## src/pkg/kmc_pkg.sv

```systemverilog
// constants, types and helpers of the keypad menu controller
package kmc_pkg;
  // clock and timebase
  localparam int unsigned CLK_HZ       = 250_000_000;
  localparam int unsigned TICK_TIME_MS = 1;
  localparam int unsigned TICK_CYCLES  = CLK_HZ / 1000 * TICK_TIME_MS;

  // times in milliseconds unless named otherwise
  localparam int unsigned DEBOUNCE_MS = 20;
  localparam int unsigned HOLD_MS     = 1000;
  localparam int unsigned REPEAT_MS   = 100;
  localparam int unsigned IDLE_TIME_S = 120;
  localparam int unsigned IDLE_MS     = IDLE_TIME_S * 1000;
  localparam int unsigned BLINK_MS    = 250;
  localparam int unsigned BEEP_MS     = 100;
  localparam int unsigned BEEP_PHASES = 4;

  // menu contents
  localparam int unsigned NUM_FUNCS  = 21;
  localparam int unsigned HELP_PAGES = 8;
  localparam int unsigned NUM_READOUTS = 3;
  localparam int unsigned VALUE_W    = 10;
  localparam logic [9:0]  VALUE_MAX  = 10'h3E7;
  localparam logic [7:0]  THERMAL_TRIP_PCT = 8'h64;

  // key bit positions inside kmc_keys_s
  localparam int unsigned K_DOWN    = 0;
  localparam int unsigned K_UP      = 1;
  localparam int unsigned K_STOP    = 2;
  localparam int unsigned K_RUN     = 3;
  localparam int unsigned K_SET     = 4;
  localparam int unsigned K_CONFIRM = 5;
  localparam int unsigned NUM_KEYS  = 6;

  // register map
  localparam int unsigned ADDR_W = 4;
  localparam int unsigned DATA_W = 32;
  localparam logic [3:0]  CTRL_OFS   = 4'h0;
  localparam logic [3:0]  STATUS_OFS = 4'h4;
  localparam int unsigned CTRL_SRC_LSB  = 0;
  localparam logic [2:0]  CTRL_SRC_RST  = 3'h4;
  localparam int unsigned ST_STATE_LSB  = 0;
  localparam int unsigned ST_BLINK_BIT  = 2;
  localparam int unsigned ST_OVL_BIT    = 3;
  localparam int unsigned ST_KEYPAD_BIT = 4;
  localparam int unsigned ST_MSG_BIT    = 5;
  localparam int unsigned ST_FUNC_LSB   = 8;
  localparam int unsigned ST_READ_LSB   = 16;

  typedef enum logic [1:0] {ST_READY, ST_HELP, ST_BROWSE, ST_EDIT} kmc_state_e;
  typedef enum logic [1:0] {RO_CURRENT, RO_POWER, RO_THERMAL} kmc_readout_e;

  typedef struct packed {
    logic confirm;
    logic set;
    logic run;
    logic stop;
    logic up;
    logic down;
  } kmc_keys_s;

  typedef struct packed {
    kmc_state_e   state;
    kmc_readout_e readout;
    logic [4:0]   function_code_index;
    logic [9:0]   value;
    logic         colon_on;
    logic         colon_blink;
    logic [2:0]   help_page;
    logic         msg_stored;
  } kmc_disp_s;

  typedef struct packed {
    logic start;
    logic stop;
    logic fault_reset;
    logic overload_trip;
  } kmc_motor_s;

  function automatic logic keypad_allowed(input logic [2:0] code);
    return (code == 3'h0) || (code == 3'h1) || (code == 3'h4) || (code == 3'h5);
  endfunction : keypad_allowed
endpackage : kmc_pkg

```

## src/logic/kmc_keypad_menu.sv

```systemverilog
// keypad menu controller: debounce, menu states, readout select, motor gating
`timescale 1ns/1ns
module kmc_keypad_menu #(
  parameter int unsigned TICK_CYCLES = kmc_pkg::TICK_CYCLES,
  parameter int unsigned DEBOUNCE_MS = kmc_pkg::DEBOUNCE_MS,
  parameter int unsigned HOLD_MS     = kmc_pkg::HOLD_MS,
  parameter int unsigned REPEAT_MS   = kmc_pkg::REPEAT_MS,
  parameter int unsigned IDLE_MS     = kmc_pkg::IDLE_MS,
  parameter int unsigned BLINK_MS    = kmc_pkg::BLINK_MS,
  parameter int unsigned BEEP_MS     = kmc_pkg::BEEP_MS,
  parameter int unsigned NUM_FUNCS   = kmc_pkg::NUM_FUNCS,
  parameter int unsigned HELP_PAGES  = kmc_pkg::HELP_PAGES
) (
  input  wire logic                          clk,
  input  wire logic                          rst_n,
  input  wire logic                          clk_en,
  input  wire kmc_pkg::kmc_keys_s            keys,
  input  wire logic                          bypass_running,
  input  wire logic                          fault_active,
  input  wire logic [7:0]                    thermal_pct,
  input  wire logic [kmc_pkg::VALUE_W-1:0]   stored_value,
  input  wire logic [kmc_pkg::ADDR_W-1:0]    reg_addr,
  input  wire logic [kmc_pkg::DATA_W-1:0]    reg_wdata,
  input  wire logic                          reg_wr,
  input  wire logic                          reg_rd,
  output logic      [kmc_pkg::DATA_W-1:0]    reg_rdata,
  output kmc_pkg::kmc_disp_s                 disp,
  output logic                               beep,
  output logic                               store_req,
  output logic      [4:0]                    store_index,
  output logic      [kmc_pkg::VALUE_W-1:0]   store_value,
  output kmc_pkg::kmc_motor_s                motor
);
  localparam int unsigned TICK_W  = $clog2(TICK_CYCLES + 1);
  localparam int unsigned DEB_W   = $clog2(DEBOUNCE_MS + 1);
  localparam int unsigned HOLD_W  = $clog2(HOLD_MS + 1);
  localparam int unsigned IDLE_W  = $clog2(IDLE_MS + 1);
  localparam int unsigned BLINK_W = $clog2(BLINK_MS + 1);
  localparam int unsigned BEEP_W  = $clog2(BEEP_MS + 1);
  localparam int unsigned NK      = kmc_pkg::NUM_KEYS;

  // modular step of a menu position, shared by index, help page and readout
  function automatic logic [4:0] wrap_step(input logic [4:0] cur, input logic up,
                                           input int unsigned n);
    if (up)
      return (cur == 5'(n - 1)) ? 5'h00 : cur + 5'h01;
    return (cur == 5'h00) ? 5'(n - 1) : cur - 5'h01;
  endfunction : wrap_step

  kmc_pkg::kmc_state_e   state;
  kmc_pkg::kmc_readout_e readout;
  logic [TICK_W-1:0]     tick_cnt;
  logic                  tick;
  logic [NK-1:0]         raw;
  logic [NK-1:0]         stable;
  logic [NK-1:0]         press;
  logic [DEB_W-1:0]      deb_cnt [NK];
  logic [HOLD_W-1:0]     hold_cnt;
  logic                  rep;
  logic [IDLE_W-1:0]     idle_cnt;
  logic [4:0]            func_idx;
  logic [2:0]            help_page;
  logic [kmc_pkg::VALUE_W-1:0] edit_value;
  logic [BLINK_W-1:0]    blink_cnt;
  logic                  colon_on;
  logic [2:0]            beep_phase;
  logic [BEEP_W-1:0]     beep_cnt;
  logic                  msg_stored;
  logic [2:0]            ctrl_src;
  logic                  overload;
  logic                  ev_confirm;
  logic                  ev_set;
  logic                  ev_run;
  logic                  ev_stop;
  logic                  ev_up;
  logic                  ev_down;
  logic                  any_key;
  logic                  timeout;
  logic                  changed;
  logic                  keypad_ok;
  logic                  in_setting;

  assign raw        = keys;
  assign ev_confirm = press[kmc_pkg::K_CONFIRM];
  assign ev_set     = press[kmc_pkg::K_SET];
  assign ev_run     = press[kmc_pkg::K_RUN];
  assign ev_stop    = press[kmc_pkg::K_STOP];
  assign ev_up      = press[kmc_pkg::K_UP] | (rep & stable[kmc_pkg::K_UP]);
  assign ev_down    = press[kmc_pkg::K_DOWN] | (rep & stable[kmc_pkg::K_DOWN]);
  assign any_key    = (|press) | rep;
  assign in_setting = (state == kmc_pkg::ST_BROWSE) || (state == kmc_pkg::ST_EDIT);
  assign timeout    = in_setting && tick && (idle_cnt == IDLE_W'(IDLE_MS - 1));
  assign changed    = edit_value != stored_value;
  assign keypad_ok  = kmc_pkg::keypad_allowed(ctrl_src);

  // millisecond timebase; every slow timer counts these ticks
  always_ff @(posedge clk or negedge rst_n) begin
    if (!rst_n) begin
      tick_cnt <= '0;
      tick     <= 1'b0;
    end else if (clk_en) begin
      tick <= tick_cnt == TICK_W'(TICK_CYCLES - 1);
      if (tick_cnt == TICK_W'(TICK_CYCLES - 1))
        tick_cnt <= '0;
      else
        tick_cnt <= tick_cnt + TICK_W'(1);
    end
  end

  // a key must sit at its new level for the whole window before it counts
  always_ff @(posedge clk or negedge rst_n) begin
    if (!rst_n) begin
      stable <= '0;
      press  <= '0;
      for (int i = 0; i < NK; i++)
        deb_cnt[i] <= '0;
    end else if (clk_en) begin
      for (int i = 0; i < NK; i++) begin
        press[i] <= 1'b0;
        if (raw[i] == stable[i]) begin
          deb_cnt[i] <= '0;
        end else if (tick) begin
          if (deb_cnt[i] == DEB_W'(DEBOUNCE_MS - 1)) begin
            stable[i]  <= raw[i];
            press[i]   <= raw[i];
            deb_cnt[i] <= '0;
          end else begin
            deb_cnt[i] <= deb_cnt[i] + DEB_W'(1);
          end
        end
      end
    end
  end

  // hold-to-repeat; both arrows held together never repeat
  always_ff @(posedge clk or negedge rst_n) begin
    if (!rst_n) begin
      hold_cnt <= '0;
      rep      <= 1'b0;
    end else if (clk_en) begin
      rep <= 1'b0;
      if (!(stable[kmc_pkg::K_UP] ^ stable[kmc_pkg::K_DOWN])) begin
        hold_cnt <= '0;
      end else if (tick) begin
        if (hold_cnt == HOLD_W'(HOLD_MS - 1)) begin
          rep      <= 1'b1;
          hold_cnt <= HOLD_W'(HOLD_MS - REPEAT_MS);
        end else begin
          hold_cnt <= hold_cnt + HOLD_W'(1);
        end
      end
    end
  end

  always_ff @(posedge clk or negedge rst_n) begin
    if (!rst_n)
      idle_cnt <= '0;
    else if (clk_en) begin
      if (!in_setting || any_key)
        idle_cnt <= '0;
      else if (tick)
        idle_cnt <= idle_cnt + IDLE_W'(1);
    end
  end

  // menu state; stop and idle timeout beat confirm, confirm beats set
  always_ff @(posedge clk or negedge rst_n) begin
    if (!rst_n) begin
      state       <= kmc_pkg::ST_READY;
      store_req   <= 1'b0;
      store_index <= '0;
      store_value <= '0;
    end else if (clk_en) begin
      store_req <= 1'b0;
      case (state)
        kmc_pkg::ST_READY: begin
          if (ev_confirm)
            state <= kmc_pkg::ST_HELP;
          else if (ev_set)
            state <= kmc_pkg::ST_BROWSE;
        end
        kmc_pkg::ST_HELP: begin
          if (ev_confirm || ev_stop)
            state <= kmc_pkg::ST_READY;
        end
        kmc_pkg::ST_BROWSE: begin
          if (ev_stop || timeout || ev_confirm)
            state <= kmc_pkg::ST_READY;
          else if (ev_set)
            state <= kmc_pkg::ST_EDIT;
        end
        kmc_pkg::ST_EDIT: begin
          if (ev_stop || timeout) begin
            state <= kmc_pkg::ST_READY;
          end else if (ev_confirm) begin
            state       <= kmc_pkg::ST_READY;
            store_req   <= changed;
            store_index <= func_idx;
            store_value <= edit_value;
          end else if (ev_set) begin
            state <= kmc_pkg::ST_BROWSE;
          end
        end
        default: state <= kmc_pkg::ST_READY;
      endcase
    end
  end

  // outside edit the working copy follows storage, so a cancel restores it
  always_ff @(posedge clk or negedge rst_n) begin
    if (!rst_n) begin
      edit_value <= '0;
    end else if (clk_en) begin
      if (state != kmc_pkg::ST_EDIT || ev_stop || timeout)
        edit_value <= stored_value;
      else if (ev_up && !ev_down && edit_value != kmc_pkg::VALUE_MAX)
        edit_value <= edit_value + 10'h001;
      else if (ev_down && !ev_up && edit_value != 10'h000)
        edit_value <= edit_value - 10'h001;
    end
  end

  always_ff @(posedge clk or negedge rst_n) begin
    if (!rst_n) begin
      func_idx <= '0;
    end else if (clk_en && state == kmc_pkg::ST_BROWSE && !ev_stop && !ev_set) begin
      if (ev_up != ev_down)
        func_idx <= wrap_step(func_idx, ev_up, NUM_FUNCS);
    end
  end

  always_ff @(posedge clk or negedge rst_n) begin
    if (!rst_n) begin
      help_page <= '0;
    end else if (clk_en) begin
      if (state != kmc_pkg::ST_HELP)
        help_page <= '0;
      else if (ev_up != ev_down)
        help_page <= 3'(wrap_step({2'h0, help_page}, ev_up, HELP_PAGES));
    end
  end

  // readout falls back to current whenever bypass ends
  always_ff @(posedge clk or negedge rst_n) begin
    if (!rst_n) begin
      readout <= kmc_pkg::RO_CURRENT;
    end else if (clk_en) begin
      if (!bypass_running)
        readout <= kmc_pkg::RO_CURRENT;
      else if (state == kmc_pkg::ST_READY && ev_up != ev_down)
        readout <= kmc_pkg::kmc_readout_e'(2'(wrap_step({3'h0, readout}, ev_up,
                                                        kmc_pkg::NUM_READOUTS)));
    end
  end

  always_ff @(posedge clk or negedge rst_n) begin
    if (!rst_n) begin
      blink_cnt <= '0;
      colon_on  <= 1'b1;
    end else if (clk_en) begin
      if (state != kmc_pkg::ST_EDIT) begin
        blink_cnt <= '0;
        colon_on  <= 1'b1;
      end else if (tick) begin
        if (blink_cnt == BLINK_W'(BLINK_MS - 1)) begin
          blink_cnt <= '0;
          colon_on  <= !colon_on;
        end else begin
          blink_cnt <= blink_cnt + BLINK_W'(1);
        end
      end
    end
  end

  // two beeps: phases 1 and 3 sound, message stays up until the last phase ends
  always_ff @(posedge clk or negedge rst_n) begin
    if (!rst_n) begin
      beep_phase <= '0;
      beep_cnt   <= '0;
      beep       <= 1'b0;
      msg_stored <= 1'b0;
    end else if (clk_en) begin
      if (store_req) begin
        beep_phase <= 3'h1;
        beep_cnt   <= '0;
        beep       <= 1'b1;
        msg_stored <= 1'b1;
      end else if (beep_phase != 3'h0 && tick) begin
        if (beep_cnt == BEEP_W'(BEEP_MS - 1)) begin
          beep_cnt <= '0;
          if (beep_phase == 3'(kmc_pkg::BEEP_PHASES)) begin
            beep_phase <= 3'h0;
            msg_stored <= 1'b0;
          end else begin
            beep_phase <= beep_phase + 3'h1;
            beep       <= !beep_phase[0];
          end
        end else begin
          beep_cnt <= beep_cnt + BEEP_W'(1);
        end
      end
    end
  end

  always_ff @(posedge clk or negedge rst_n) begin
    if (!rst_n) begin
      motor    <= '0;
      overload <= 1'b0;
    end else if (clk_en) begin
      overload            <= thermal_pct > kmc_pkg::THERMAL_TRIP_PCT;
      motor.overload_trip <= thermal_pct > kmc_pkg::THERMAL_TRIP_PCT;
      motor.start         <= ev_run && keypad_ok;
      motor.stop          <= ev_stop && keypad_ok && !fault_active;
      motor.fault_reset   <= ev_stop && fault_active;
    end
  end

  always_ff @(posedge clk or negedge rst_n) begin
    if (!rst_n) begin
      disp <= '0;
    end else if (clk_en) begin
      disp.state               <= state;
      disp.readout             <= readout;
      disp.function_code_index <= func_idx;
      disp.value               <= edit_value;
      disp.colon_on            <= colon_on;
      disp.colon_blink         <= state == kmc_pkg::ST_EDIT;
      disp.help_page           <= help_page;
      disp.msg_stored          <= msg_stored;
    end
  end

  // register port: read data valid only in the cycle after the read strobe
  always_ff @(posedge clk or negedge rst_n) begin
    if (!rst_n) begin
      ctrl_src <= kmc_pkg::CTRL_SRC_RST;
    end else if (clk_en && reg_wr && reg_addr == kmc_pkg::CTRL_OFS) begin
      ctrl_src <= reg_wdata[kmc_pkg::CTRL_SRC_LSB +: 3];
    end
  end

  always_ff @(posedge clk or negedge rst_n) begin
    if (!rst_n) begin
      reg_rdata <= '0;
    end else if (clk_en) begin
      reg_rdata <= '0;
      if (reg_rd && reg_addr == kmc_pkg::CTRL_OFS) begin
        reg_rdata[kmc_pkg::CTRL_SRC_LSB +: 3] <= ctrl_src;
      end else if (reg_rd && reg_addr == kmc_pkg::STATUS_OFS) begin
        reg_rdata[kmc_pkg::ST_STATE_LSB +: 2] <= state;
        reg_rdata[kmc_pkg::ST_BLINK_BIT]      <= state == kmc_pkg::ST_EDIT;
        reg_rdata[kmc_pkg::ST_OVL_BIT]        <= overload;
        reg_rdata[kmc_pkg::ST_KEYPAD_BIT]     <= keypad_ok;
        reg_rdata[kmc_pkg::ST_MSG_BIT]        <= msg_stored;
        reg_rdata[kmc_pkg::ST_FUNC_LSB +: 5]  <= func_idx;
        reg_rdata[kmc_pkg::ST_READ_LSB +: 2]  <= readout;
      end
    end
  end

  // helper: beeps counted since the last store
  logic       beep_d;
  logic [1:0] beep_edges;
  always_ff @(posedge clk or negedge rst_n) begin
    if (!rst_n) begin
      beep_d     <= 1'b0;
      beep_edges <= '0;
    end else if (clk_en) begin
      beep_d <= beep;
      if (store_req)
        beep_edges <= '0;
      else if (beep && !beep_d)
        beep_edges <= beep_edges + 2'h1;
    end
  end
endmodule : kmc_keypad_menu

```

## config.mk

```make
export PLATFORM = sky130hd
export DESIGN_NAME = kmc_keypad_menu
export DESIGN_NICKNAME = d
export VERILOG_FILES = /design/src/pkg/kmc_pkg.sv /design/src/logic/kmc_keypad_menu.sv
export SDC_FILE = /design/constraint.sdc
export NUM_CORES = 1
export LEC_CHECK = 0
export BUFFER_PORTS_ARGS = -buffer_cell sky130_fd_sc_hd__buf_2
export CAP_MARGIN = 20
export CORE_ASPECT_RATIO = 0.75
export CORE_MARGIN = 4
export CORE_UTILIZATION = 25
export CTS_BUF_LIST = sky130_fd_sc_hd__clkbuf_16
export DETAILED_ROUTE_END_ITERATION = 7
export PLACE_DENSITY_LB_ADDON = 0.15
export SLEW_MARGIN = 20
export SYNTH_ARGS = -nofsm -noshare
export SYNTH_HDL_FRONTEND = slang
export SYNTH_SLANG_ARGS = --single-unit
export TNS_END_PERCENT = 100
```

## constraint.sdc

```tcl
create_clock -name clk -period 4.6 [get_ports clk]
set_input_delay 0 -clock clk [delete_from_list [all_inputs] [get_ports clk]]
set_output_delay 0 -clock clk [all_outputs]
set_load 0.1 [all_outputs]
```

==> Word-level counts from Yosys, hierarchy flattened <==
Cells that the tools add are included.
{ "classes": {"n_lt_le_gt_ge": 1, "n_mux": 111, "n_eq_ne": 38, "n_reduce_logical": 86, "bitwise": 13, "addsub": 20} }
{ "ops": {"columns": ["cell", "n"], "rows": [
  ["5-bit two-way mux", 24],
  ["10-bit two-way mux", 6],
  ["1-bit two-way mux", 43],
  ["3-bit two-way mux", 12],
  ["4-bit AND reduction", 9],
  ["5-bit by 1-bit adder with 5-bit output (second input constant)", 7],
  ["5-bit equality test (second input constant)", 7],
  ["17-bit two-way mux", 2],
  ["2-bit two-way mux", 15],
  ["2-bit AND reduction", 14],
  ["2-bit nonzero test", 13],
  ["8-bit two-way mux", 3],
  ["7-bit two-way mux", 3],
  ["10-bit by 1-bit adder with 10-bit output (second input constant)", 2],
  ["1-bit logical AND", 19],
  ["18-bit by 1-bit adder with 18-bit output (second input constant)", 1],
  ["18-bit equality test (second input constant)", 1],
  ["18-bit two-way mux", 1],
  ["17-bit by 1-bit adder with 17-bit output (second input constant)", 1],
  ["17-bit equality test (second input constant)", 1],
  ["3-bit equality test (second input constant)", 4],
  ["10-bit equality test (second input constant)", 1],
  ["1-bit logical OR", 10],
  ["10-bit inequality test", 1],
  ["36 further kinds", 69]
]} }
{ "totals": {"word_cells": 315, "regBits": 193, "input_bits": 67} }

==> Depth between registers and ports, before layout <==
Gate-level depths: netlist (run 1).
{ "depth": {"word_depth": 10, "depth_mapped": 13, "ltp_nobuf": 12} }

==> Least setup slack after synthesis (run 1) <==
Ideal clock, no wire load.
{ "synth_timing": {"path_kind": "reg2reg", "start": "register stable[1]", "end": "register edit_value[9] in the netlist's numbering", "slack_ns": 1.506, "arrival_time_ns": 2.973, "stages_incl_launch_ff": 14, "required_ns": 4.479, "cell_sequence": "dfrtp_1 -> clkbuf_1 -> a21o_1 -> buf_1 -> ha_1 -> o41a_1 -> inv_1 -> ha_1 -> a211oi_1 -> o211ai_1 -> a41oi_1 -> xnor2_1 -> o22a_1 -> o22a_1"} }
{ "synth_via": {"elab_chain_cells": 7, "elab_cells_between_ends": 11} }
{ "synth_lines": {"columns": ["element", "line", "source"], "rows": [
  ["start: declaration", "kmc_keypad_menu.sv:55", "logic [NK-1:0] stable;"],
  ["start signal: indexed assignment", "kmc_keypad_menu.sv:124", "stable[i] <= raw[i];"],
  ["1-bit AND (*)", "kmc_keypad_menu.sv:88", "assign ev_up = press[kmc_pkg::K_UP] | (rep & stable[kmc_pkg::K_UP]);"],
  ["1-bit bitwise OR (*)", "kmc_keypad_menu.sv:88", null],
  ["1-bit zero test", "kmc_keypad_menu.sv:218", "else if (ev_down && !ev_up && edit_value != 10'h000)"],
  ["1-bit logical AND (2 in a row)", "kmc_keypad_menu.sv:218", null],
  ["3-bit nonzero test (no source line)", null, null],
  ["2-bit AND reduction (no source line)", null, null],
  ["end signal: assignment", "kmc_keypad_menu.sv:215", "edit_value <= stored_value;"],
  ["end signal: assignment", "kmc_keypad_menu.sv:217", "edit_value <= edit_value + 10'h001;"],
  ["end signal: assignment", "kmc_keypad_menu.sv:219", "edit_value <= edit_value - 10'h001;"],
  ["end: declaration", "kmc_keypad_menu.sv:63", "logic [kmc_pkg::VALUE_W-1:0] edit_value;"]
]} }
Mark *: on every way between the ends. The rest lies on a longest branch, timed or not.
A chain may end at the register's enable or synchronous reset.

==> Final worst setup path (run 1) <==
Ends and elaborated chain as after synthesis.

==> results of run 1 <==
cells in the mapped netlist (16+ instances only):
cell / count
a21oi_1: 32
a22o_1: 16
buf_4: 21
clkbuf_1: 24
dfrtp_1: 191
ha_1: 34
inv_1: 36
mux2_2: 50
nand2_1: 118
nand2b_1: 17
nand3_1: 30
nand4_1: 16
nor2_1: 79
o21ai_0: 100
o31ai_1: 17
xnor2_1: 37
xor2_1: 24
power by group:
group          switching, mW  internal, mW  leakage (nW)
registers             0.0681          1.76          2.59
logic                  0.407         0.147          2.39
clock network          0.735         0.710         0.270
total                   1.21          2.62          5.25
per-stage QoR:
stage               std cells  utilization, %  worst slack, ns  area [um2]  power (mW)
finish                   1663            30.0             1.09       11900        3.83
global route             1663            30.0            0.672       11900        4.04
CTS                      1663            30.0             1.05       11900        3.90
detailed placement       1604            27.9             1.08       11000        2.40
global placement         1604            27.9             1.10       11000        2.40
floorplan                1034               -             1.51       10100        2.26
cell type report:
type | instances | area [um2] | area share [%]
sequential | 193 | 4830 | 40.8
multi-input combinational | 749 | 4820 | 40.7
timing repair buffer | 132 | 852 | 7.19
tap | 520 | 651 | 5.49
clock buffer | 17 | 425 | 3.59
inverter | 37 | 139 | 1.17
clock inverter | 15 | 130 | 1.10
worst min-delay path by stage:
stage | start | endpoint | slack, ns | cells past startpoint
after floorplan | rst_n | beep | -0.30 | 0
after global placement | rst_n | beep_cnt[4] | 0.18 | 1
after detailed placement | rst_n | beep_cnt[3] | 0.19 | 1
after CTS | reg_wr | ctrl_src[1] | 0.03 | 3
after global routing | reg_wr | ctrl_src[1] | 0.02 | 3
final | reg_wr | ctrl_src[1] | 0.04 | 3
metal layers:
layer	global-route usage, %	up-vias	part of all wire, %
li1	-	3805	-
met1	17.7	3673	52
met2	18.6	84	43
met3	2.60	17	3.0
met4	3.06	0	1.6
met5	0	-	0
worst max-delay path, cell delays in order, from the launching register on:
cell and delay [ns]:
dfrtp_1 0.47, a21o_1 0.48, ha_1 0.24, o41a_1 0.26, inv_1 0.22, ha_1 0.34, a211oi_1 0.39, o211ai_1 0.21
a41oi_1 0.29, xnor2_1 0.17, a21oi_1 0.10, o22a_1 0.22
flip-flops by register name (all words and copies together), names as in the netlist, 2 cells and up:
name and cells:
deb_cnt 30, edit_value 10, store_index 5, hold_cnt 10
beep_cnt 7, tick_cnt 18, idle_cnt 17, store_value 10
beep_phase 3, stable 6, ctrl_src 3, state 2
readout 2, press 6, blink_cnt 8, motor 3
func_idx 5, help_page 3, disp 25, reg_rdata 13
layout by cell type, fill, tap and decap left out, types with 19 or more instances in the layout:
cell / count
dfrtp_1: 191
nand2_1: 118
o21ai_0: 100
buf_2: 95
nor2_1: 79
mux2_2: 50
inv_1: 37
xnor2_1: 37
ha_1: 34
a21oi_1: 32
nand3_1: 30
dlygate4sd3_1: 27
xor2_1: 24
conb_1: 19
repair_timing:
action / 4_1_cts / 5_1_grt
hold buffers: 27 / 0
endpoints found under the hold margin: 146 / 0
gates resized for setup: 0 / 0
logic make-up (layout without fill, tap and decap cells):
logic type,Yosys count,after routing
XOR/XNOR,61,61
multiplexers,54,54
adder cells (fa/ha/maj),35,35
AO/OA/AOI/OAI,233,233
buffers and inverters,92,201
other,1,19
flip-flops,193,193
AND/OR/NAND/NOR,347,347
==> impl_metrics.tcl, run 1 <==
set metrics [dict create \
    synth_top_cell_by_area "dfrtp_1" \
    clk_latency_ns 0.45 \
    synthMuxAreaShare_pct 6.02 \
    grt_max_degree 103 \
    timing.rr.end "edit_value[9]" \
    synth-simple-area-share_pct 16.7 \
    cp.required_ns 4.93 \
    maxCapViolations 0 \
    routed_wl_um 25500 \
    cts_sinks 193 \
    drc 0 \
    worstMarginPinSlew_ns 0.882 \
    io_buffers 96 \
    ys.flop_type "dfrtp_1" \
    critPathKind "reg2reg" \
    globalplace.congestion 0.760 \
    antenna_found_initial 1 \
    avgSynthCellArea_um2 9.87 \
    core_mm2 0.0396 \
    synthAdderAreaFrac_pct 4.44 \
    synth_seq_cells 193 \
    clockRootBuffer "clkbuf_16" \
    numCtsBuffers 17 \
    postSynthCellCount 1016 \
    synth_top_area_share_pct 47.7 \
    cp-start-kind "flip-flop" \
    clk_pin_slew_ns 0.08 \
    hp-class "in2reg" \
    clock_skew_ns 0.0130 \
    postRouteAntennaNets 0 \
    ys_types 65 \
    dieHeight_um 181 \
    grt_pass1_vias 7602 \
    cp.arrival_ns 3.84 \
    drtIter0Drc 518 \
    cp-end-kind "flip-flop" \
    max_freq_mhz 285 \
    fillers 4189 \
    area_growth_pct 18.2 \
    nNetsFinal 1232 \
    ys_async_sr_fraction_pct 100 \
    tns_ns 0 \
    overflow 0 \
    clock_path_buffers 2 \
    synth_top_family_by_area "simple AND/OR/NAND/NOR gates" \
    grt_pass1_wl_um 42300 \
    wl_per_cell_um 15.3 \
    cts_tree "done" \
    hold_viol 0 \
    setup_viol 0 \
    synth-compound-area-share_pct 14.9 \
    via_per_inst 4.56 \
    p_per_area_mw_per_mm2 323 \
    io-pin-count 145 \
    synth_area_leaders "dfrtp_1 48%, mux2_2 5.6%, o21ai_0 5.0%, nand2_1 4.4%, ha_1 4.2%" \
    row_count 63 \
    reg2regPathDepth 11 \
    status "finished clean" \
    max_slew_margin_pct 41.2 \
    hold_ws_ns 0.0430 \
    vias 7579 \
    diodes 0 \
    dieWidth_um 239 \
    crit_fanout 14 \
    syn_area_mm2 0.0100 \
    ir_worst_vdd_v 0.000241 \
    htree_levels 4 \
    synth_edf_count 0 \
    grtUsageTotal_pct 12.2 \
    rsz0062_at_grt "no" \
    critPathLaunch "stable[1]" \
    yosysSeqAreaShare_pct 48.2 \
    drive_above_1_share_pct 17.4 \
    cts_setup_buffers 0 \
    p_leak_nw 5.25 \
    reg2reg_from "stable[1]" \
    ys_warn_count 0 \
    timing.final.crit_share_pct 76.2 \
    rrSetupSlack_ns 1.09 \
    slew_viol_final 0 \
    drt_pass1_iterations 4 \
    cp-endpoint "edit_value[9]" \
    initial_utilization_pct 25.3 \
    dp.final_hpwl_um 17600 \
    synth-xor-area-share_pct 5.33 \
    fin_crit_ns 3.51 \
    die_area_mm2 0.0434 \
]
(Power assumes the default switching activity.)
==> inputs of run 2 (changes only) <==
--- a/config.mk
+++ b/config.mk
@@ -5,6 +5,7 @@
 export SDC_FILE = /design/constraint.sdc
 export NUM_CORES = 1
 export LEC_CHECK = 0
+export ABC_AREA = 1
 export BUFFER_PORTS_ARGS = -buffer_cell sky130_fd_sc_hd__buf_2
 export CAP_MARGIN = 20
 export CORE_ASPECT_RATIO = 0.75
==> constraint.sdc (replaced) <==
create_clock -name clk -period 2.9 [get_ports clk]
set_input_delay 0 -clock clk [delete_from_list [all_inputs] [get_ports clk]]
set_output_delay 0 -clock clk [all_outputs]
set_load 0.1 [all_outputs]
==> run 2 against run 1 <==
Compared with the run above:
- synthesized area increased by 5.2%
- sequential share of layout area decreased by 2.1 points
- setup slack worse by 0.82 ns
- first-iteration DRC count increased by 13%
- clock skew is 0.0015 ns lower
- sequential cell count is the same
- register-to-register slack lost 0.82 ns
- clock power rose by 66%
- synthesized cell count grew 30%
- count of clock-buffer cells in the layout did not move
- cell count up 22%
==> impl_metrics.tcl, run 2 <==
set metrics [dict create \
    status "finished clean" \
    globalplace.congestion 0.848 \
    drive_above_1_share_pct 11.0 \
    clock_skew_ns 0.0115 \
    diodes 0 \
    clockRootBuffer "clkbuf_16" \
    drt_pass1_iterations 5 \
    hp-class "in2reg" \
    cts_tree "done" \
    grt_max_degree 69 \
    postLayoutSetupSlackWorst_ns 0.277 \
    dp.final_hpwl_um 20800 \
    post-synth-top-count-cell "nand2_1" \
    cts_sinks 193 \
    cp.required_ns 3.25 \
    ir_worst_vdd_v 0.000349 \
    cp.arrival_ns 2.97 \
    clk_pin_slew_ns 0.07 \
    dieHeight_um 186 \
    synth_top_area_share_pct 45.3 \
    hold_viol 0 \
    p_per_area_mw_per_mm2 661 \
    numCtsBuffers 17 \
    cpMaxStageDelayCell "dfrtp_1" \
    io_buffers 96 \
    fin_util_pct 30.3 \
    syn_area_mm2 0.0105 \
    htree_levels 4 \
    yosysSeqAreaShare_pct 45.8 \
    max_freq_mhz 381 \
    regArea_mm2 0.00483 \
    top_regs "deb_cnt: 30 flops, disp: 25 flops, tick_cnt: 18 flops" \
    path_delay_family "simple AND/OR/NAND/NOR gates" \
    cp_num_buf_inv 3 \
    mostFrequentLayoutCells "301 x nand2_1, 191 x dfrtp_1, 174 x inv_1, 124 x o21ai_0, 104 x nor2_1" \
    synth_area_leaders "dfrtp_1 45%, nand2_1 11%, inv_1 6.1%, o21ai_0 5.9%, nand3_1 4.3%" \
    rsz0062_at_grt "no" \
    largest_reg_flops 30 \
    postSynthCellCount 1320 \
    ys_types 52 \
    wl_per_cell_um 14.0 \
    cpPeakStageDelay_ns 0.45 \
    path_cells "a21oi_1 -> inv_1 -> ha_1 -> nand2_2 -> inv_1 -> fa_1 -> inv_1 -> nand3_1 -> nand2_1 -> nand4_1 -> nand3_1 -> nand3_1 -> nand3_1 -> nand2_1" \
    die_area_mm2 0.0456 \
    antenna_found_initial 0 \
    row_count 64 \
    io-pin-count 145 \
    postRouteAntennaNets 0 \
    maxCapViolations 0 \
    area_growth_pct 18.6 \
    synth_common_cells "302 x nand2_1, 191 x dfrtp_1, 170 x inv_1" \
    multi_input_area_mm2 0.00483 \
    cp-start-kind "flip-flop" \
    drtIter0Drc 587 \
    ys_warn_count 0 \
    nNetsFinal 1549 \
    regMostFlops "deb_cnt" \
    p_leak_nw 6.13 \
    via_per_inst 4.41 \
    clk_latency_ns 0.45 \
    fin_crit_ns 2.62 \
    cp-end-kind "flip-flop" \
    cp_common_cell "nand3_1" \
    setup_viol 0 \
    timing.final.crit_share_pct 90.4 \
    crit_fanout 7 \
    dieWidth_um 245 \
    core_mm2 0.0412 \
    grt_pass1_vias 8522 \
    hold_ws_ns 0.0619 \
    drc 0 \
    dp_cells 1960 \
    synth_top_cell_by_area "dfrtp_1" \
    overflow 0 \
    cts_setup_buffers 0 \
    finalNonFillerCells 2021 \
    ys.flop_type "dfrtp_1" \
    post-route-cell-area_mm2 0.0125 \
    critPathKind "reg2reg" \
    final_common_cell "nand2_1" \
    max_slew_margin_pct 36.9 \
    ys_async_sr_fraction_pct 100 \
    worstMarginPinSlew_ns 0.943 \
    synth_edf_count 0 \
    grtUsageTotal_pct 12.7 \
    fillers 4454 \
    initial_utilization_pct 25.6 \
    routed_wl_um 28300 \
    place_area_mm2 0.0116 \
    vias 8912 \
    pre_cts_slack_ns 0.249 \
    clock_path_buffers 2 \
    avgSynthCellArea_um2 7.99 \
    synth_seq_cells 193 \
    grt_pass1_wl_um 46600 \
    total_power_mw 8.26 \
    slew_viol_final 0 \
    tns_ns 0 \
]
run 2: changes by cell type in the layout (fill, tap and decap cells not counted), moves of 13 or more:
cell	previous run	this run
xnor2_1	37	14
nand4_1	16	39
nand3_1	30	91
nor3_1	15	32
nand2b_1	17	0
o31ai_1	17	4
o21ai_0	100	124
inv_1	37	174
nor2_1	79	104
and3_1	14	0
mux2_2	50	3
nand2_1	118	301
a22o_1	16	1
run 2: where the power goes:
group	total [mW]	internal, mW	switching, mW
Combinational	2.60	0.657	1.94
Clock	2.41	1.34	1.08
Sequential	3.25	2.96	0.288
run 2: layout make-up:
cell class	count	area share (%)
well taps	561	5.61
clock inverters	15	1.25
multi-input cells	923	38.6
repair buffers	138	7.22
flip-flops and latches	193	38.6
clock buffers	17	3.40
inverters	174	5.22
run 2: path summary, 6_finish.rpt:
check                      startpoint        endpoint  slack [ns]  cells past startpoint
min                            clk_en        press[0]        0.06                      2
max reg2reg                 stable[1]   edit_value[8]        0.28                     14
max                         stable[1]   edit_value[8]        0.28                     14
max in group asynchronous       rst_n        colon_on        1.98                      3
min reg2reg                  disp[19]        disp[19]        0.47                      2
min in group asynchronous       rst_n  store_value[2]        0.10                      2
run 2: routing by layer:
metal	up-vias	wire length (um)	global-route usage (%)
li1	4558	-	-
met4	0	246	2.97
met2	126	11900	18.7
met3	16	1130	2.97
met1	4212	15100	19.0
met5	-	0	0
run 2: what timing repair did:
| action | in CTS | in global routing |
|---|---|---|
| setup endpoints to repair | 0 | 2 |
| endpoints found under the hold margin | 95 | 0 |
| gates resized for setup | 0 | 1 |
| hold buffers | 29 | 0 |
run 2: kinds of logic after synthesis:
kind of cell / Yosys count / share of synthesized area (%)
compound gates: 218 / 11.4
xor+xnor: 43 / 3.57
fa+ha+maj: 35 / 4.22
buf+inv: 222 / 9.02
flops: 193 / 45.8
mux: 7 / 0.700
other cells: 1 / 0.0356
simple gates: 601 / 25.2
==> inputs of run 3 (changes only) <==
--- a/config.mk
+++ b/config.mk
@@ -13,6 +13,7 @@
 export CORE_UTILIZATION = 25
 export CTS_BUF_LIST = sky130_fd_sc_hd__clkbuf_16
 export DETAILED_ROUTE_END_ITERATION = 7
+export MAX_ROUTING_LAYER = met4
 export PLACE_DENSITY_LB_ADDON = 0.15
 export SLEW_MARGIN = 20
 export SYNTH_ARGS = -nofsm -noshare
==> run 3 against run 2 <==
Compared with the run above:
- global-route usage up 0.39 points
- first-iteration DRC count is 1.5% higher
- register-to-register slack is essentially flat
- clock power barely moved
- combinational power about the same
- fmax grew 0.28%
- wire length barely moved
- non-clock buffer count is the same
- setup slack better by 0.0073 ns
- via count increased by 0.10%
- hold slack about the same
- power is essentially flat
- critical path type unchanged
- largest cell class unchanged
==> impl_metrics.tcl, run 3 (same netlist as run 2, synthesis figures left out) <==
set metrics [dict create \
    dieWidth_um 245 \
    timing.final.crit_share_pct 90.2 \
    slew_viol_final 0 \
    pre_cts_slack_ns 0.249 \
    path_cells "a21oi_1 -> inv_1 -> ha_1 -> nand2_2 -> inv_1 -> fa_1 -> inv_1 -> nand3_1 -> nand2_1 -> nand4_1 -> nand3_1 -> nand3_1 -> nand3_1 -> nand2_1" \
    wl_per_cell_um 14.0 \
    clk_latency_ns 0.45 \
    clk_pin_slew_ns 0.07 \
    cpPeakStageDelay_ns 0.44 \
    drtIter0Drc 596 \
    fin_crit_ns 2.62 \
    clock_skew_ns 0.00966 \
    critPathKind "reg2reg" \
    grt_pass1_vias 8518 \
    p_per_area_mw_per_mm2 661 \
    nNetsFinal 1549 \
    postRouteAntennaNets 0 \
    worstMarginPinSlew_ns 0.921 \
    cts_tree "done" \
    hold_viol 0 \
    ir_worst_vdd_v 0.000348 \
    setup_viol 0 \
    max_freq_mhz 382 \
    cts_setup_buffers 0 \
    io_buffers 96 \
    dieHeight_um 186 \
    mostFrequentLayoutCells "301 x nand2_1, 191 x dfrtp_1, 174 x inv_1, 124 x o21ai_0, 104 x nor2_1" \
    overflow 0 \
    cp.arrival_ns 2.96 \
    cp-start-kind "flip-flop" \
    cp.required_ns 3.25 \
    maxCapViolations 0 \
    path_delay_family "simple AND/OR/NAND/NOR gates" \
    postLayoutSetupSlackWorst_ns 0.285 \
    cpMaxStageDelayCell "dfrtp_1" \
    max_slew_margin_pct 38.4 \
    rsz0062_at_grt "no" \
    final_common_cell "nand2_1" \
    grt_pass1_wl_um 46600 \
    cp_num_buf_inv 3 \
    cp-end-kind "flip-flop" \
    place_area_mm2 0.0116 \
    largest_reg_flops 30 \
    core_mm2 0.0412 \
    row_count 64 \
    drive_above_1_share_pct 11.0 \
    die_area_mm2 0.0456 \
    dp.final_hpwl_um 20800 \
    clockRootBuffer "clkbuf_16" \
    post-route-cell-area_mm2 0.0125 \
    fin_util_pct 30.3 \
    crit_fanout 7 \
    p_leak_nw 6.13 \
    antenna_found_initial 0 \
    initial_utilization_pct 25.6 \
    regMostFlops "deb_cnt" \
    via_per_inst 4.41 \
    hp-class "in2reg" \
    htree_levels 4 \
    vias 8921 \
    finalNonFillerCells 2021 \
    drt_pass1_iterations 5 \
    area_growth_pct 18.6 \
    diodes 0 \
    routed_wl_um 28300 \
    top_regs "deb_cnt: 30 flops, disp: 25 flops, tick_cnt: 18 flops" \
    dp_cells 1960 \
    io-pin-count 145 \
    status "finished clean" \
    cts_sinks 193 \
    globalplace.congestion 0.864 \
    tns_ns 0 \
    clock_path_buffers 2 \
    drc 0 \
    numCtsBuffers 17 \
    cp_common_cell "nand3_1" \
    grt_max_degree 69 \
    grtUsageTotal_pct 13.1 \
]
==> run 3: cell counts in the layout (fill, tap and decap cells not counted) <==
Identical to the previous run, type by type.
==> run 3: what timing repair did <==
| item | 4_1_cts | 5_1_grt |
|---|---|---|
| endpoints found under the hold margin | 95 | 0 |
| hold buffers | 29 | 0 |
| endpoints found under the setup margin | 0 | 2 |
| gates resized for setup | 0 | 1 |
==> run 3: final cells by class <==
type | instances | area, um2
fillers | 4454 | 28700
flip-flops and latches | 193 | 4830
multi-input cells | 923 | 4830
repair buffers | 138 | 902
well taps | 561 | 702
inverters | 174 | 653
clock buffers | 17 | 425
clock inverters | 15 | 156
==> run 3: layer usage <==
metal	global-route usage (%)	part of all wire [%]	vias to the layer above
met3	3.27	4.4	17
li1	-	-	4561
met1	19.0	53	4199
met2	18.7	42	144
met4	2.49	0.72	0
met5	-	0	-
==> run 3: worst paths after layout <==
path | from | end | slack (ns) | cells after the start
max | stable[1] | edit_value[8] | 0.28 | 14
min reg2reg | disp[19] | disp[19] | 0.47 | 2
min | clk_en | press[0] | 0.06 | 2
max reg2reg | stable[1] | edit_value[8] | 0.28 | 14
max in group asynchronous | rst_n | colon_on | 1.98 | 3
min in group asynchronous | rst_n | store_value[2] | 0.11 | 2
==> run 3: metrics by stage <==
step	total power, mW	hold WS, ns
CTS	8.39	0.0437
global placement	5.87	0.0488
detailed placement	5.87	0.0422
floorplan	5.25	-0.296
finish	8.26	0.0616
global route	8.82	0.0661
==> run 3: power breakdown <==
group | internal [mW] | switching, mW | leakage, nW
clock | 1.34 | 1.07 | 0.287
sequential | 2.96 | 0.289 | 2.52
combinational | 0.657 | 1.94 | 3.32
